`config.mk`:
```
export PLATFORM = sky130hd
export DESIGN_NAME = custom_tx_pulse_words
export DESIGN_NICKNAME = d
export VERILOG_FILES = /design/src/verilog/pulse_words_pkg.sv /design/src/verilog/custom_tx_pulse_words.sv
export SDC_FILE = /design/constraint.sdc
export NUM_CORES = 1
export LEC_CHECK = 0
export ABC_AREA = 1
export BUFFER_PORTS_ARGS = -buffer_cell sky130_fd_sc_hd__clkbuf_2
export CAP_MARGIN = 30
export CORE_MARGIN = 4
export CORE_UTILIZATION = 56
export CTS_BUF_LIST = sky130_fd_sc_hd__clkbuf_16
export CTS_CLUSTER_DIAMETER = 150
export DETAILED_ROUTE_END_ITERATION = 12
export GPL_ROUTABILITY_DRIVEN = 0
export GPL_TIMING_DRIVEN = 0
export HOLD_SLACK_MARGIN = 0.1
export PLACE_DENSITY = 0.87
export SYNTH_ARGS = -nofsm -noshare
export SYNTH_HDL_FRONTEND = slang
export SYNTH_SLANG_ARGS = --single-unit
```
`constraint.sdc`:
```
create_clock -name CLK -period 1.3 [get_ports CLK]
set_clock_uncertainty 0.05 [all_clocks]
set_input_delay 0 -clock CLK [delete_from_list [all_inputs] [get_ports CLK]]
set_output_delay 0 -clock CLK [all_outputs]
set_load 0.02 [all_outputs]
```
`src/verilog/pulse_words_pkg.sv`:
```
package pulse_words_pkg;
   localparam int ADDR_W = 5;
   localparam int DATA_W = 8;
   localparam int CODE_W = 7;
   localparam int MAG_W  = 6;
   localparam int TMPL_W = 2;
   // Register offsets
   localparam logic [4:0] SHAPE_ENABLE_OFF = 5'h11;
   localparam logic [4:0] PHASE1_OFF       = 5'h1c;
   localparam logic [4:0] PHASE2_OFF       = 5'h1d;
   localparam logic [4:0] PHASE3_OFF       = 5'h1e;
   localparam logic [4:0] PHASE4_OFF       = 5'h1f;
   // Field positions
   localparam int SHAPE_SELECT_BIT = 3;
   localparam int SIGN_BIT         = 6;
   localparam int RESERVED_BIT     = 7;
   // Reset values
   localparam logic [7:0] SHAPE_ENABLE_RST = 8'h80;
   localparam logic [7:0] PHASE_WORD_RST   = 8'h00;
   // Amplitude weight per magnitude step, millivolts
   localparam int STEP_MV = 100;
endpackage

```
`src/verilog/custom_tx_pulse_words.sv`:
```
// Local design decision: the address-and-strobe port.
`timescale 1ns/10ps
// Operation
// - Phase one of a mark drives the first word's seven-bit code.
// - Phase two of a mark drives the second word's seven-bit code.
// - Phase three of a mark drives the third word's seven-bit code.
// - Phase four of a mark drives the fourth word's seven-bit code.
// - Converter code is monotonic in the programmed word value.
// - Custom words are used only while the select bit is one.
// - Word bit 6 is phase polarity, one positive, zero negative.
// - Word bits 5 to 0 are unsigned magnitude, 0.1 V per step.
// - With select clear, template codes chosen by build-out drive pulses.
module custom_tx_pulse_words #(
   parameter logic [6:0] TMPL0_P1 = 7'h5e,
   parameter logic [6:0] TMPL0_P2 = 7'h5a,
   parameter logic [6:0] TMPL0_P3 = 7'h1c,
   parameter logic [6:0] TMPL0_P4 = 7'h04,
   parameter logic [6:0] TMPL1_P1 = 7'h58,
   parameter logic [6:0] TMPL1_P2 = 7'h54,
   parameter logic [6:0] TMPL1_P3 = 7'h18,
   parameter logic [6:0] TMPL1_P4 = 7'h03,
   parameter logic [6:0] TMPL2_P1 = 7'h50,
   parameter logic [6:0] TMPL2_P2 = 7'h4c,
   parameter logic [6:0] TMPL2_P3 = 7'h14,
   parameter logic [6:0] TMPL2_P4 = 7'h02,
   parameter logic [6:0] TMPL3_P1 = 7'h48,
   parameter logic [6:0] TMPL3_P2 = 7'h44,
   parameter logic [6:0] TMPL3_P3 = 7'h10,
   parameter logic [6:0] TMPL3_P4 = 7'h01
) (
   input  wire logic       CLK,
   input  wire logic       RST,
   input  wire logic [4:0] ADDR,
   input  wire logic [7:0] WDATA,
   input  wire logic       WR,
   input  wire logic       RD,
   output logic      [7:0] RDATA,
   input  wire logic       MARK_PHASE_VALID,
   input  wire logic [1:0] MARK_PHASE,
   input  wire logic [1:0] BUILD_OUT,
   output logic      [6:0] PHASE_AMPLITUDE_CODE,
   output logic            PHASE_POSITIVE,
   output logic      [5:0] PHASE_MAGNITUDE,
   output logic            DRIVE_ACTIVE,
   output logic            CUSTOM_SHAPE_SELECT
);

   ////////////////////////////////////////////////////////////////////////
   // Register file

   logic [7:0] shape_enable;
   logic [7:0] next_shape_enable;
   logic [7:0] word [4];
   logic [7:0] next_word [4];
   logic [7:0] next_rdata;
   logic       custom_shape_select;

   assign custom_shape_select =
      shape_enable[pulse_words_pkg::SHAPE_SELECT_BIT];

   always_comb begin
      next_shape_enable = shape_enable;
      if (WR && ADDR == pulse_words_pkg::SHAPE_ENABLE_OFF) begin
         next_shape_enable = WDATA;
      end
   end

   // Words load on their own address only, never on select changes
   for (genvar i = 0; i < 4; i++) begin : g_word
      always_comb begin
         next_word[i] = word[i];
         if (WR && ADDR == pulse_words_pkg::PHASE1_OFF + 5'(i)) begin
            // Bit 7 stored as written; software keeps it clear
            next_word[i] = WDATA;
         end
      end
      always_ff @(posedge CLK) begin
         if (RST) begin
            word[i] <= pulse_words_pkg::PHASE_WORD_RST;
         end else begin
            word[i] <= next_word[i];
         end
      end
   end

   // Read data only in the cycle after the strobe, zero otherwise
   always_comb begin
      next_rdata = 8'h00;
      if (RD) begin
         unique case (ADDR)
            pulse_words_pkg::SHAPE_ENABLE_OFF: next_rdata = shape_enable;
            pulse_words_pkg::PHASE1_OFF:       next_rdata = word[0];
            pulse_words_pkg::PHASE2_OFF:       next_rdata = word[1];
            pulse_words_pkg::PHASE3_OFF:       next_rdata = word[2];
            pulse_words_pkg::PHASE4_OFF:       next_rdata = word[3];
            default:                           next_rdata = 8'h00;
         endcase
      end
   end

   always_ff @(posedge CLK) begin
      if (RST) begin
         shape_enable <= pulse_words_pkg::SHAPE_ENABLE_RST;
         RDATA        <= 8'h00;
      end else begin
         shape_enable <= next_shape_enable;
         RDATA        <= next_rdata;
      end
   end

   ////////////////////////////////////////////////////////////////////////
   // Converter code per mark phase

   logic [6:0] tmpl [16];
   logic [6:0] next_code;
   logic       next_active;

   // Index is build-out set times four plus phase
   assign tmpl = '{TMPL0_P1, TMPL0_P2, TMPL0_P3, TMPL0_P4,
                   TMPL1_P1, TMPL1_P2, TMPL1_P3, TMPL1_P4,
                   TMPL2_P1, TMPL2_P2, TMPL2_P3, TMPL2_P4,
                   TMPL3_P1, TMPL3_P2, TMPL3_P3, TMPL3_P4};

   always_comb begin
      next_code   = 7'h00;
      next_active = 1'b0;
      if (MARK_PHASE_VALID) begin
         next_active = 1'b1;
         if (custom_shape_select) begin
            // Word passed unchanged, so within one polarity a larger value means larger drive
            next_code = word[MARK_PHASE][6:0];
         end else begin
            next_code = tmpl[{BUILD_OUT, MARK_PHASE}];
         end
      end
   end

   always_ff @(posedge CLK) begin
      if (RST) begin
         // Converter sees a registered code, never a decode glitch
         PHASE_AMPLITUDE_CODE <= 7'h00;
         PHASE_POSITIVE       <= 1'b0;
         PHASE_MAGNITUDE      <= 6'h00;
         DRIVE_ACTIVE         <= 1'b0;
         CUSTOM_SHAPE_SELECT  <= 1'b0;
      end else begin
         PHASE_AMPLITUDE_CODE <= next_code;
         PHASE_POSITIVE       <= next_code[pulse_words_pkg::SIGN_BIT];
         PHASE_MAGNITUDE      <= next_code[5:0];
         DRIVE_ACTIVE         <= next_active;
         CUSTOM_SHAPE_SELECT  <= custom_shape_select;
      end
   end

   // One set per word, since each word decodes its own offset
   for (genvar k = 0; k < 4; k++) begin : g_word_chk

   end
endmodule

```
; Yosys cells after proc, flatten, opt, wreduce, memory -nomap -nowiden
; Memory sizes are Yosys's and may differ from the RTL's.
; Cells that the tools add are included.
[word_totals]
n_memories = 2
ramBits = 32
out_inout_bits = 24
elab_cells = 44
register_bits = 32
romBits = 112
[mem_list]
columns = name, depth, word_bits, rd, rd_clocked_by_memory_dff, write_ports, line_no
row1 = (no name shown), 16, 7, 1, 0, 0, custom_tx_pulse_words.sv:133  ; next_code = tmpl[{BUILD_OUT, MARK_PHASE}];
row2 = word, 4, 8, 5, 0, 4, custom_tx_pulse_words.sv:53  ; logic [7:0] word [4];
[op_classes]
n_reduce_logical = 6
muxes = 17
n_lt_le_gt_ge = 1
bitwise = 6
n_eq_ne = 5
[op_table]
columns = op, count
row1 = 2-to-1 mux 8 bit, 8
row2 = one-hot mux 8 bit (5 select lines), 1
row3 = 2-to-1 mux 7 bit, 4
row4 = == test 5 bit (second input constant), 5
row5 = greater-or-equal comparator 5 bit (second input constant), 1
row6 = logical AND 1 bit, 5
row7 = inverter 4 -> 5 bit, 1
row8 = 2-to-1 mux 1 bit, 4
row9 = OR 1 bit, 4
row10 = OR reduction 2 bit, 1
row11 = inverter 1 bit, 1

; Longest topological paths before layout
; Gate-level depths: netlist of the first run.
[logic_depth]
ltp_word = 6
depth_mapped = 8

; Worst setup path after synthesis of the first run
; Ideal clock, no wire load.
[synth_path]
path_type = input -> register
from = in MARK_PHASE[0]
to = reg PHASE_AMPLITUDE_CODE[2]
stages = 8
t_arrival_ns = 0.991
slack_ns = 0.138
n_path_buf = 2
cell_sequence = buf_2 > inv_1 > buf_2 > ha_1 > o21ai_0 > nand2_1 > o21ai_0 > o21ai_0
[synth_between]
elab_chain_len = 6
word_cells_on_any_way = 7
cone_classes = mux: 4 / bitwise: 1 / memory: 2
[synth_lines]
columns = item, line_no
row1 = start: declaration, custom_tx_pulse_words.sv:39  ; input wire logic [1:0] MARK_PHASE,
row2 = inverter 4 -> 5 bit (implied by the code), custom_tx_pulse_words.sv:133
row3 = memory (16 x 7 bit), n/a
row4 = 2-to-1 mux 7 bit (implied by the code) (2 in a row), custom_tx_pulse_words.sv:133
row5 = 2-to-1 mux 7 bit (*), custom_tx_pulse_words.sv:129  ; if (custom_shape_select) begin
row6 = 2-to-1 mux 7 bit (*), custom_tx_pulse_words.sv:127  ; if (MARK_PHASE_VALID) begin
row7 = end signal: assignment, custom_tx_pulse_words.sv:147  ; PHASE_AMPLITUDE_CODE <= next_code;
row8 = end: declaration, custom_tx_pulse_words.sv:41  ; output logic [6:0] PHASE_AMPLITUDE_CODE,
; Mark *: on every way between the ends. The rest lies on a longest branch, timed or not. The select of a mux whose other input is x is not followed.
; A chain may end at the register's enable or synchronous reset.

==> flow_metrics.py, run 1 <==
metrics = {
    "worst_setup_path": {
        "slowest_delay_ps": 560,
        "crit_fanout": 4,
        "cp.required_ps": 1500,
        "ff2ff_setup_slack_ps": 150,
        "crit_path_end_kind": "register",
        "worstSetupStartpointType": "input port",
        "critPathBufInv": 4,
        "rr_worst_depth": 5,
        "cp-startpoint": "RST",
        "crit_top_cell": "inv_1",
        "r2r-end": "PHASE_AMPLITUDE_CODE[6]",
        "worst_path_dominant_cell_family": "buffers and inverters",
        "cpMaxStageDelayCell": "dlygate4sd3_1",
        "worstSetupPathType": "in -> reg",
        "crit_end": "PHASE_AMPLITUDE_CODE[0]",
        "crit-reg2reg-launch": "shape_enable[3]",
        "worst-path-stages": 7,
        "cp_data_arrival_time_ps": 1380,
        "crit_chain": "clkbuf_2 -> inv_1 -> dlygate4sd3_1 -> nand2_1 -> nor2_2 -> inv_1 -> o22ai_1",
    },
    "detailed_routing": {
        "dr.first_iter.drc_count": 494,
        "ant_nets": 0,
        "post-route-drc-count": 0,
        "postRouteWirelength_um": 8699,
        "wire_per_inst_um": 16.38,
        "drtPass1Iterations": 6,
        "route.vias.total": 3121,
        "via_per_inst": 5.878,
    },
    "worst_hold_path": {
        "min_path_type": "in -> reg",
    },
    "logic_synthesis": {
        "syn_inst": 385,
        "synth.avg_cell_area_um2": 7.332,
        "syn-num-nets": 413,
        "synth-seq-area-share": 0.4043,
        "post-synth-top-count-cell": "nand2_1",
        "synth_cell_types": 28,
        "yosys.area.top_type": "dfxtp_1",
        "synth_top_area_share": 0.4043,
        "ys_async_sr_fraction": 0,
        "syn_area_um2": 2823,
        "netlist_top_cells_area": "dfxtp_1, nand2_1, a21oi_1",
        "synth_edf_count": 0,
        "synth_commonest_cells": "nand2_1, dfxtp_1, a21oi_1",
        "synth_seq_cells": 57,
        "synth_flop_cell": "dfxtp_1",
        "ys_warn_count": 0,
    },
    "sta": {
        "slew_viol_final": 0,
        "max_freq_mhz": 845.6,
        "post-route-period-util": 0.9097,
        "finalHoldWorstSlack_ps": 103.2,
        "hold_violations": 0,
        "period_minus_slack_ps": 1183,
        "finalSetupViolCount": 0,
        "relSlewSlack": 0.6039,
        "worst_pin_slew_ps": 592.0,
    },
    "clock_tree": {
        "cts_tree": "built",
        "numCtsBuffers": 9,
        "h-tree-depth": 3,
        "clock_latency_ps": 330,
        "clock_sinks": 57,
        "cts-root-buf": "clkbuf_16",
        "clockBufferDepth": 2,
        "cts_setup_buffers": 0,
        "clk_pin_slew_ps": 50,
    },
    "flow_run": {
        "drv_cap": 0,
    },
    "power_and_ir_drop": {
        "p_sw_frac": 0.2349,
        "combPwrFrac": 0.094,
        "p_leak_nw": 1.540,
        "pwr-share-clk": 0.525,
        "netSwitchingPower_mw": 1.099,
        "intPower_mw": 3.578,
        "power.density_nw_per_um2": 1282,
        "peakVddDrop_v": 0.0008590,
        "power_mw": 4.677,
        "p_seq_frac": 0.381,
    },
    "floorplan": {
        "die_h_um": 79.00,
        "core-area_um2": 4817,
        "placementRows": 25,
        "die-area_um2": 6240,
        "die_width_um": 79.00,
        "ios": 46,
        "initial_utilization": 0.5860,
    },
    "final_layout": {
        "diodes": 0,
        "fillers": 373,
        "fin_nets": 487,
        "multi_input_area_um2": 1444,
        "drive_above_1_share": 0.2112,
        "register_area_um2": 1141,
        "synthToLayoutAreaGrowth_pct": 29.21,
    },
    "global_route": {
        "antenna_found_initial": 0,
        "grt.overflow.total": 0,
        "grt_pass1_vias": 2882,
        "grtUsageTotal": 0.2907,
        "grt_pass1_wl_um": 13880,
        "grt_max_degree": 12,
    },
    "placement": {
        "port_buffers": 44,
        "post-dp-hpwl_um": 5886,
    },
    "status": {
        "outcome": "completed",
    },
}
metrics by stage:
step / setup TNS (ps) / utilization / setup WS, ps / area, um^2 / cells
global route: -3.180 / 0.7571 / -3.180 / 3647 / 531
floorplan: 0 / - / 137.6 / 2823 / 385
finish: 0 / 0.7571 / 117.5 / 3647 / 531
CTS: 0 / 0.7551 / 52.63 / 3637 / 532
detailed placement: -473.6 / 0.6491 / -264.3 / 3127 / 496
global placement: -404.6 / 0.6491 / -231.7 / 3127 / 496
per-layer routing:
metal / track usage / wire (um)
met1: 0.3540 / 3125
met2: 0.4621 / 3991
met3: 0.07029 / 1177
met4: 0.1770 / 404
met5: 0 / 0
worst min-delay path by stage:
stage                           startpoint               to  slack, ps  cells after the start
final                              ADDR[4]         RDATA[3]        100                      5
after global routing               ADDR[4]         RDATA[3]        130                      5
after CTS                          ADDR[4]         RDATA[1]        100                      5
after detailed placement  MARK_PHASE_VALID     DRIVE_ACTIVE        250                      3
after global placement            WDATA[7]       word[3][7]        250                      3
after floorplan                   WDATA[3]  shape_enable[3]         80                      2
state kept, by name, summed over array words and instances (netlist names):
name / count
word: 32
RDATA: 8
shape_enable: 8
PHASE_AMPLITUDE_CODE: 7
CUSTOM_SHAPE_SELECT: 1
DRIVE_ACTIVE: 1
what timing repair did:
item	4_1_cts	5_1_grt
endpoints found under the hold margin	54	0
resized for setup	0	5
endpoints found under the setup margin	0	7
hold buffers	20	0
area by class of cell:
cell class,instances,area share
Tap cell,67,0.02298
Inverter,25,0.02710
Multi-Input combinational cell,279,0.3959
Timing Repair Buffer,64,0.1160
Clock buffer,9,0.06175
Buffer,23,0.04014
Clock inverter,7,0.02333
Sequential cell,57,0.3129
worst register-to-register path, delay by kind of cell (launching register included):
kind / cells / cell delay [ps]
flip-flops: 1 / 420
AO/OA/AOI/OAI: 3 / 300
AND/OR/NAND/NOR: 1 / 70
buffers and inverters: 1 / 180
logic make-up after synthesis:
group | synth area share
AND/OR/NAND/NOR | 0.3285
flip-flops | 0.4043
adder cells (fa/ha/maj) | 0.02660
AO/OA/AOI/OAI | 0.1529
buffers and inverters | 0.08776
power groups by stage:
stage	Clock (mW)	Combinational, mW	Sequential [mW]
after floorplan	0	0.219	1.83
after global placement	0	0.368	1.82
after detailed placement	0	0.375	1.82
after CTS	2.45	0.423	1.78
after global routing	2.54	0.472	1.78
final	2.45	0.439	1.78
placed cells by master (no fill, tap or decap):
cell type,count
a21boi_0,1
a21oi_1,49
a22oi_1,1
buf_2,5
buf_4,9
buf_6,2
bufinv_16,2
clkbuf_1,5
clkbuf_16,9
clkbuf_2,45
clkbuf_4,1
clkinv_1,3
clkinv_2,1
clkinv_4,2
dfxtp_1,57
dlygate4sd3_1,19
dlymetal6s4s_1,1
ha_1,6
inv_1,20
inv_2,4
nand2_1,83
nand2_2,3
nand3_1,42
nand3_2,2
nand3_4,4
nand4_1,16
nor2_1,29
nor2_2,3
nor2_4,3
nor2_8,1
nor3b_4,1
o21ai_0,29
o21ai_1,4
o22ai_1,1
or2_2,1
(Power assumes the default switching activity.)
==> run 2, diff against run 1 <==
--- a/config.mk
+++ b/config.mk
@@ -6,9 +6,9 @@
 export NUM_CORES = 1
 export LEC_CHECK = 0
 export ABC_AREA = 1
-export BUFFER_PORTS_ARGS = -buffer_cell sky130_fd_sc_hd__clkbuf_2
+export BUFFER_PORTS_ARGS = -buffer_cell sky130_fd_sc_hd__buf_2
 export CAP_MARGIN = 30
-export CORE_MARGIN = 4
+export CORE_MARGIN = 5
 export CORE_UTILIZATION = 56
 export CTS_BUF_LIST = sky130_fd_sc_hd__clkbuf_16
 export CTS_CLUSTER_DIAMETER = 150
==> flow_metrics.py, run 2 (same netlist as run 1, synthesis figures left out) <==
metrics = {
    "sta": {
        "finalSetupTns_ps": 0,
        "finalHoldWorstSlack_ps": 143.1,
        "rsz0062_at_grt": "no",
        "period_minus_slack_ps": 1245,
        "worst_pin_slew_ps": 581.9,
        "relSlewSlack": 0.6121,
        "hold_violations": 0,
        "slew_viol_final": 0,
        "max_freq_mhz": 803.2,
        "setup_ws_ps": 55.00,
        "post-route-period-util": 0.9577,
        "finalSetupViolCount": 0,
    },
    "detailed_routing": {
        "postRouteWirelength_um": 8821,
        "ant_nets": 0,
        "post-route-drc-count": 0,
        "drtPass1Iterations": 6,
        "dr.first_iter.drc_count": 459,
        "wire_per_inst_um": 16.61,
        "via_per_inst": 5.883,
        "route.vias.total": 3124,
    },
    "final_layout": {
        "regMostFlops": "word",
        "largest_reg_flops": 32,
        "final_area_um2": 3598,
        "fin_nets": 488,
        "diodes": 0,
        "instances_no_fill": 531,
        "synthToLayoutAreaGrowth_pct": 27.48,
        "final_cell_mix": "nand2_1, dfxtp_1, a21oi_1, buf_2, nand3_1",
        "reg_top3": "word x32, RDATA x8, shape_enable x8",
        "drive_above_1_share": 0.2091,
        "final_common_cell": "nand2_1",
    },
    "power_and_ir_drop": {
        "p_leak_nw": 1.529,
        "power.density_nw_per_um2": 1175,
        "peakVddDrop_v": 0.001024,
    },
    "worst_hold_path": {
        "min_path_type": "in -> reg",
    },
    "worst_setup_path": {
        "crit_fanout": 7,
        "crit_chain": "buf_2 -> nor3b_4 -> dlygate4sd3_1 -> nand4_1 -> a21oi_1",
        "worstSetupStartpointType": "input port",
        "cp_data_arrival_time_ps": 1440,
        "slowest_delay_ps": 750,
        "crit_path_end_kind": "register",
        "cp.required_ps": 1500,
        "cpMaxStageDelayCell": "dlygate4sd3_1",
        "worstSetupPathType": "in -> reg",
    },
    "global_route": {
        "grt_pass1_vias": 2838,
        "grt.overflow.total": 0,
        "grt_max_degree": 12,
        "grt_pass1_wl_um": 13870,
        "antenna_found_initial": 0,
        "grtUsageTotal": 0.2849,
    },
    "placement": {
        "port_buffers": 44,
        "placed_cells_incl_taps": 496,
        "dpl_cell_area_um2": 3127,
        "place_ws_ps": -246.2,
        "post-dp-hpwl_um": 5939,
    },
    "floorplan": {
        "die_h_um": 81.00,
        "die_width_um": 81.00,
        "placementRows": 25,
        "die-area_um2": 6560,
        "initial_utilization": 0.5860,
        "ios": 46,
        "core-area_um2": 4817,
    },
    "clock_tree": {
        "cts_setup_buffers": 0,
        "cts_tree": "built",
        "h-tree-depth": 3,
        "clock_latency_ps": 320,
        "cts-root-buf": "clkbuf_16",
        "clock_sinks": 57,
        "clockBufferDepth": 2,
        "clk_pin_slew_ps": 50,
        "numCtsBuffers": 9,
    },
    "flow_run": {
        "drv_cap": 0,
    },
    "status": {
        "outcome": "completed",
    },
}
[run 2: cell count changes in the layout (fill, tap and decap cells not counted)]
cell,previous run,this run
buf_2,5,48
buf_6,2,3
bufinv_16,2,0
clkbuf_2,45,1
clkinv_1,3,1
clkinv_2,1,4
clkinv_4,2,1
dlygate4sd3_1,19,21
dlymetal6s4s_1,1,0
inv_1,20,21
inv_2,4,3
inv_4,0,1
nor2_1,29,30
nor2_4,3,2
[run 2: path summary, 6_finish.rpt]
kind	start	end	slack (ps)	depth (start not counted)
setup / recovery	ADDR[3]	shape_enable[1]	60	5
hold / removal	ADDR[4]	RDATA[2]	140	5
setup reg to reg	shape_enable[3]	PHASE_AMPLITUDE_CODE[5]	110	3
hold reg to reg	word[1][7]	word[1][7]	410	2
[run 2: final cells by class]
| type | count | area, um^2 |
|---|---|---|
| clock inverter | 6 | 27.53 |
| timing repair buffer | 65 | 430.4 |
| sequential | 57 | 1141 |
| fill | 378 | 1219 |
| buffer | 23 | 152.6 |
| clock buffer | 9 | 225.2 |
| tap | 67 | 83.83 |
| multi-input combinational | 279 | 1436 |
| inverter | 25 | 101.3 |
[run 2: per-layer routing]
| layer | GRT usage | share of wire | vias up |
|---|---|---|---|
| met3 | 0.06208 | 0.12 | 68 |
| li1 | - | - | 1449 |
| met5 | 0 | 0 | - |
| met4 | 0.1740 | 0.058 | 0 |
| met1 | 0.3527 | 0.37 | 1367 |
| met2 | 0.4516 | 0.45 | 240 |
[run 2: per-stage QoR]
step,utilization,power (mW)
floorplan,-,2.047
global placement,0.6491,2.186
detailed placement,0.6491,2.193
CTS,0.7452,4.217
global route,0.7470,4.352
finish,0.7470,4.228
[run 2: power by group]
group          total, mW  internal (mW)  switching [mW]
clock network       2.00           1.24           0.754
registers           1.79           1.77          0.0127
logic              0.444          0.159           0.285
total               4.23           3.18            1.05
[run 2: critical path: cells and delay by family]
family,cells,cell delay (ps)
and+or+nand+nor,2,370
buffers and inverters,2,880
AOI/OAI and AO/OA,1,180
[run 2: what timing repair did]
| action | in CTS | in global routing |
|---|---|---|
| hold endpoints to repair | 54 | 0 |
| setup endpoints to repair | 0 | 21 |
| resized for setup | 0 | 6 |
| hold buffers | 21 | 0 |
==> run 3, diff against run 2 <==
--- a/config.mk
+++ b/config.mk
@@ -17,6 +17,7 @@
 export GPL_TIMING_DRIVEN = 0
 export HOLD_SLACK_MARGIN = 0.1
 export PLACE_DENSITY = 0.87
+export RECOVER_POWER = 100
 export SYNTH_ARGS = -nofsm -noshare
 export SYNTH_HDL_FRONTEND = slang
 export SYNTH_SLANG_ARGS = --single-unit
==> flow_metrics.py, run 3 (same netlist as run 1, synthesis figures left out) <==
metrics = {
    "flow_run": {
        "drv_cap": 0,
    },
    "clock_tree": {
        "cts-root-buf": "clkbuf_16",
        "clk_pin_slew_ps": 50,
        "clock_sinks": 57,
        "cts_tree": "built",
        "h-tree-depth": 3,
        "clockBufferDepth": 2,
        "numCtsBuffers": 9,
        "clock_latency_ps": 320,
    },
    "sta": {
        "hold_violations": 0,
        "period_minus_slack_ps": 1256,
        "finalSetupViolCount": 0,
        "post-route-period-util": 0.9660,
        "worst_pin_slew_ps": 569.7,
        "max_freq_mhz": 796.3,
        "relSlewSlack": 0.6202,
        "finalHoldWorstSlack_ps": 129.3,
        "slew_viol_final": 0,
        "rsz0062_at_grt": "no",
    },
    "worst_hold_path": {
        "min_path_type": "in -> reg",
        "min_path_cells": 5,
    },
    "global_route": {
        "antenna_found_initial": 0,
        "grt_pass1_wl_um": 13870,
        "grt_max_degree": 12,
        "grt.overflow.total": 0,
        "grtUsageTotal": 0.2849,
        "grt_pass1_vias": 2838,
    },
    "worst_setup_path": {
        "cp.required_ps": 1470,
        "worst_path_dominant_cell_family": "flip-flops",
        "worstSetupPathType": "reg -> reg",
        "worst-path-stages": 3,
        "cpMaxStageDelayCell": "dfxtp_1",
        "critPathBufInv": 1,
        "rr_worst_depth": 3,
        "worstSetupStartpointType": "register",
        "crit_fanout": 6,
        "crit_chain": "inv_1 -> nor2_2 -> a21boi_0",
        "crit_path_end_kind": "register",
        "cp_data_arrival_time_ps": 1430,
        "slowest_delay_ps": 440,
    },
    "floorplan": {
        "ios": 46,
        "die_h_um": 81.00,
        "initial_utilization": 0.5860,
        "die_width_um": 81.00,
        "placementRows": 25,
        "die-area_um2": 6560,
        "core-area_um2": 4817,
    },
    "placement": {
        "port_buffers": 44,
        "post-dp-hpwl_um": 5939,
        "dpl_cell_area_um2": 3127,
    },
    "final_layout": {
        "synthToLayoutAreaGrowth_pct": 25.58,
        "final_cell_mix": "nand2_1, dfxtp_1, a21oi_1, nand3_1, o21ai_0",
        "final_common_cell": "nand2_1",
        "final_area_um2": 3545,
        "fillers": 396,
        "fin_nets": 488,
        "diodes": 0,
        "regMostFlops": "word",
        "drive_above_1_share": 0.1530,
        "largest_reg_flops": 32,
        "reg_top3": "word x32, RDATA x8, shape_enable x8",
    },
    "detailed_routing": {
        "via_per_inst": 5.836,
        "wire_per_inst_um": 16.57,
        "ant_nets": 0,
        "dr.first_iter.drc_count": 473,
        "drtPass1Iterations": 6,
        "postRouteWirelength_um": 8800,
        "route.vias.total": 3099,
        "post-route-drc-count": 0,
    },
    "status": {
        "outcome": "completed",
    },
    "power_and_ir_drop": {
        "peakVddDrop_v": 0.001029,
        "p_leak_nw": 1.426,
        "power.density_nw_per_um2": 1190,
    },
}
run 3: worst reg2reg max path, delay by kind of cell (launching register included):
kind	cells	cell delay, ps
DFF	1	440
buffers and inverters	1	160
and+or+nand+nor	1	240
AOI/OAI and AO/OA	1	270
run 3: metal layers:
| metal | up-vias | wire (um) | track usage |
|---|---|---|---|
| met5 | - | 0 | 0 |
| met4 | 0 | 454 | 0.1740 |
| met3 | 55 | 1081 | 0.06208 |
| met2 | 226 | 3931 | 0.4516 |
| met1 | 1374 | 3332 | 0.3527 |
| li1 | 1444 | - | - |
run 3: path summary, 6_finish.rpt:
kind,startpoint,to,slack (ps)
min reg2reg,word[1][7],word[1][7],410
max reg2reg,shape_enable[3],PHASE_AMPLITUDE_CODE[5],40
min,ADDR[4],RDATA[2],130
max,shape_enable[3],PHASE_AMPLITUDE_CODE[5],40
run 3: metrics by stage:
step | setup slack [ps] | utilization | cells | TNS (ps) | power [mW]
final | 44.25 | 0.7358 | 531 | 0 | 4.218
after global routing | 1.430 | 0.7358 | 531 | 0 | 4.342
after CTS | 24.13 | 0.7452 | 532 | 0 | 4.217
after detailed placement | -246.2 | 0.6491 | 496 | -401.6 | 2.193
after global placement | -225.0 | 0.6491 | 496 | -374.1 | 2.186
after floorplan | 137.6 | - | 385 | 0 | 2.047
run 3: final cells by class:
type                            instances  area (um^2)  area share
Buffer                                 23        146.4     0.04130
Inverter                               25        101.3     0.02859
Multi-Input combinational cell        279         1419      0.4003
Tap cell                               67        83.83     0.02365
Clock buffer                            9        225.2     0.06354
Sequential cell                        57         1141      0.3219
Timing Repair Buffer                   65        400.4      0.1130
Clock inverter                          6        27.53    0.007766
run 3: repair_timing:
action,4_1_cts,5_1_grt
hold endpoints to repair,54,0
endpoints found under the setup margin,0,21
resized for setup,0,6
hold buffers,21,0
setup buffers,0,0
run 3: where the power goes:
group | switching [mW] | total (mW) | internal, mW
clock | 0.755 | 2.00 | 1.24
combinational | 0.282 | 0.434 | 0.152
sequential | 0.0131 | 1.79 | 1.77
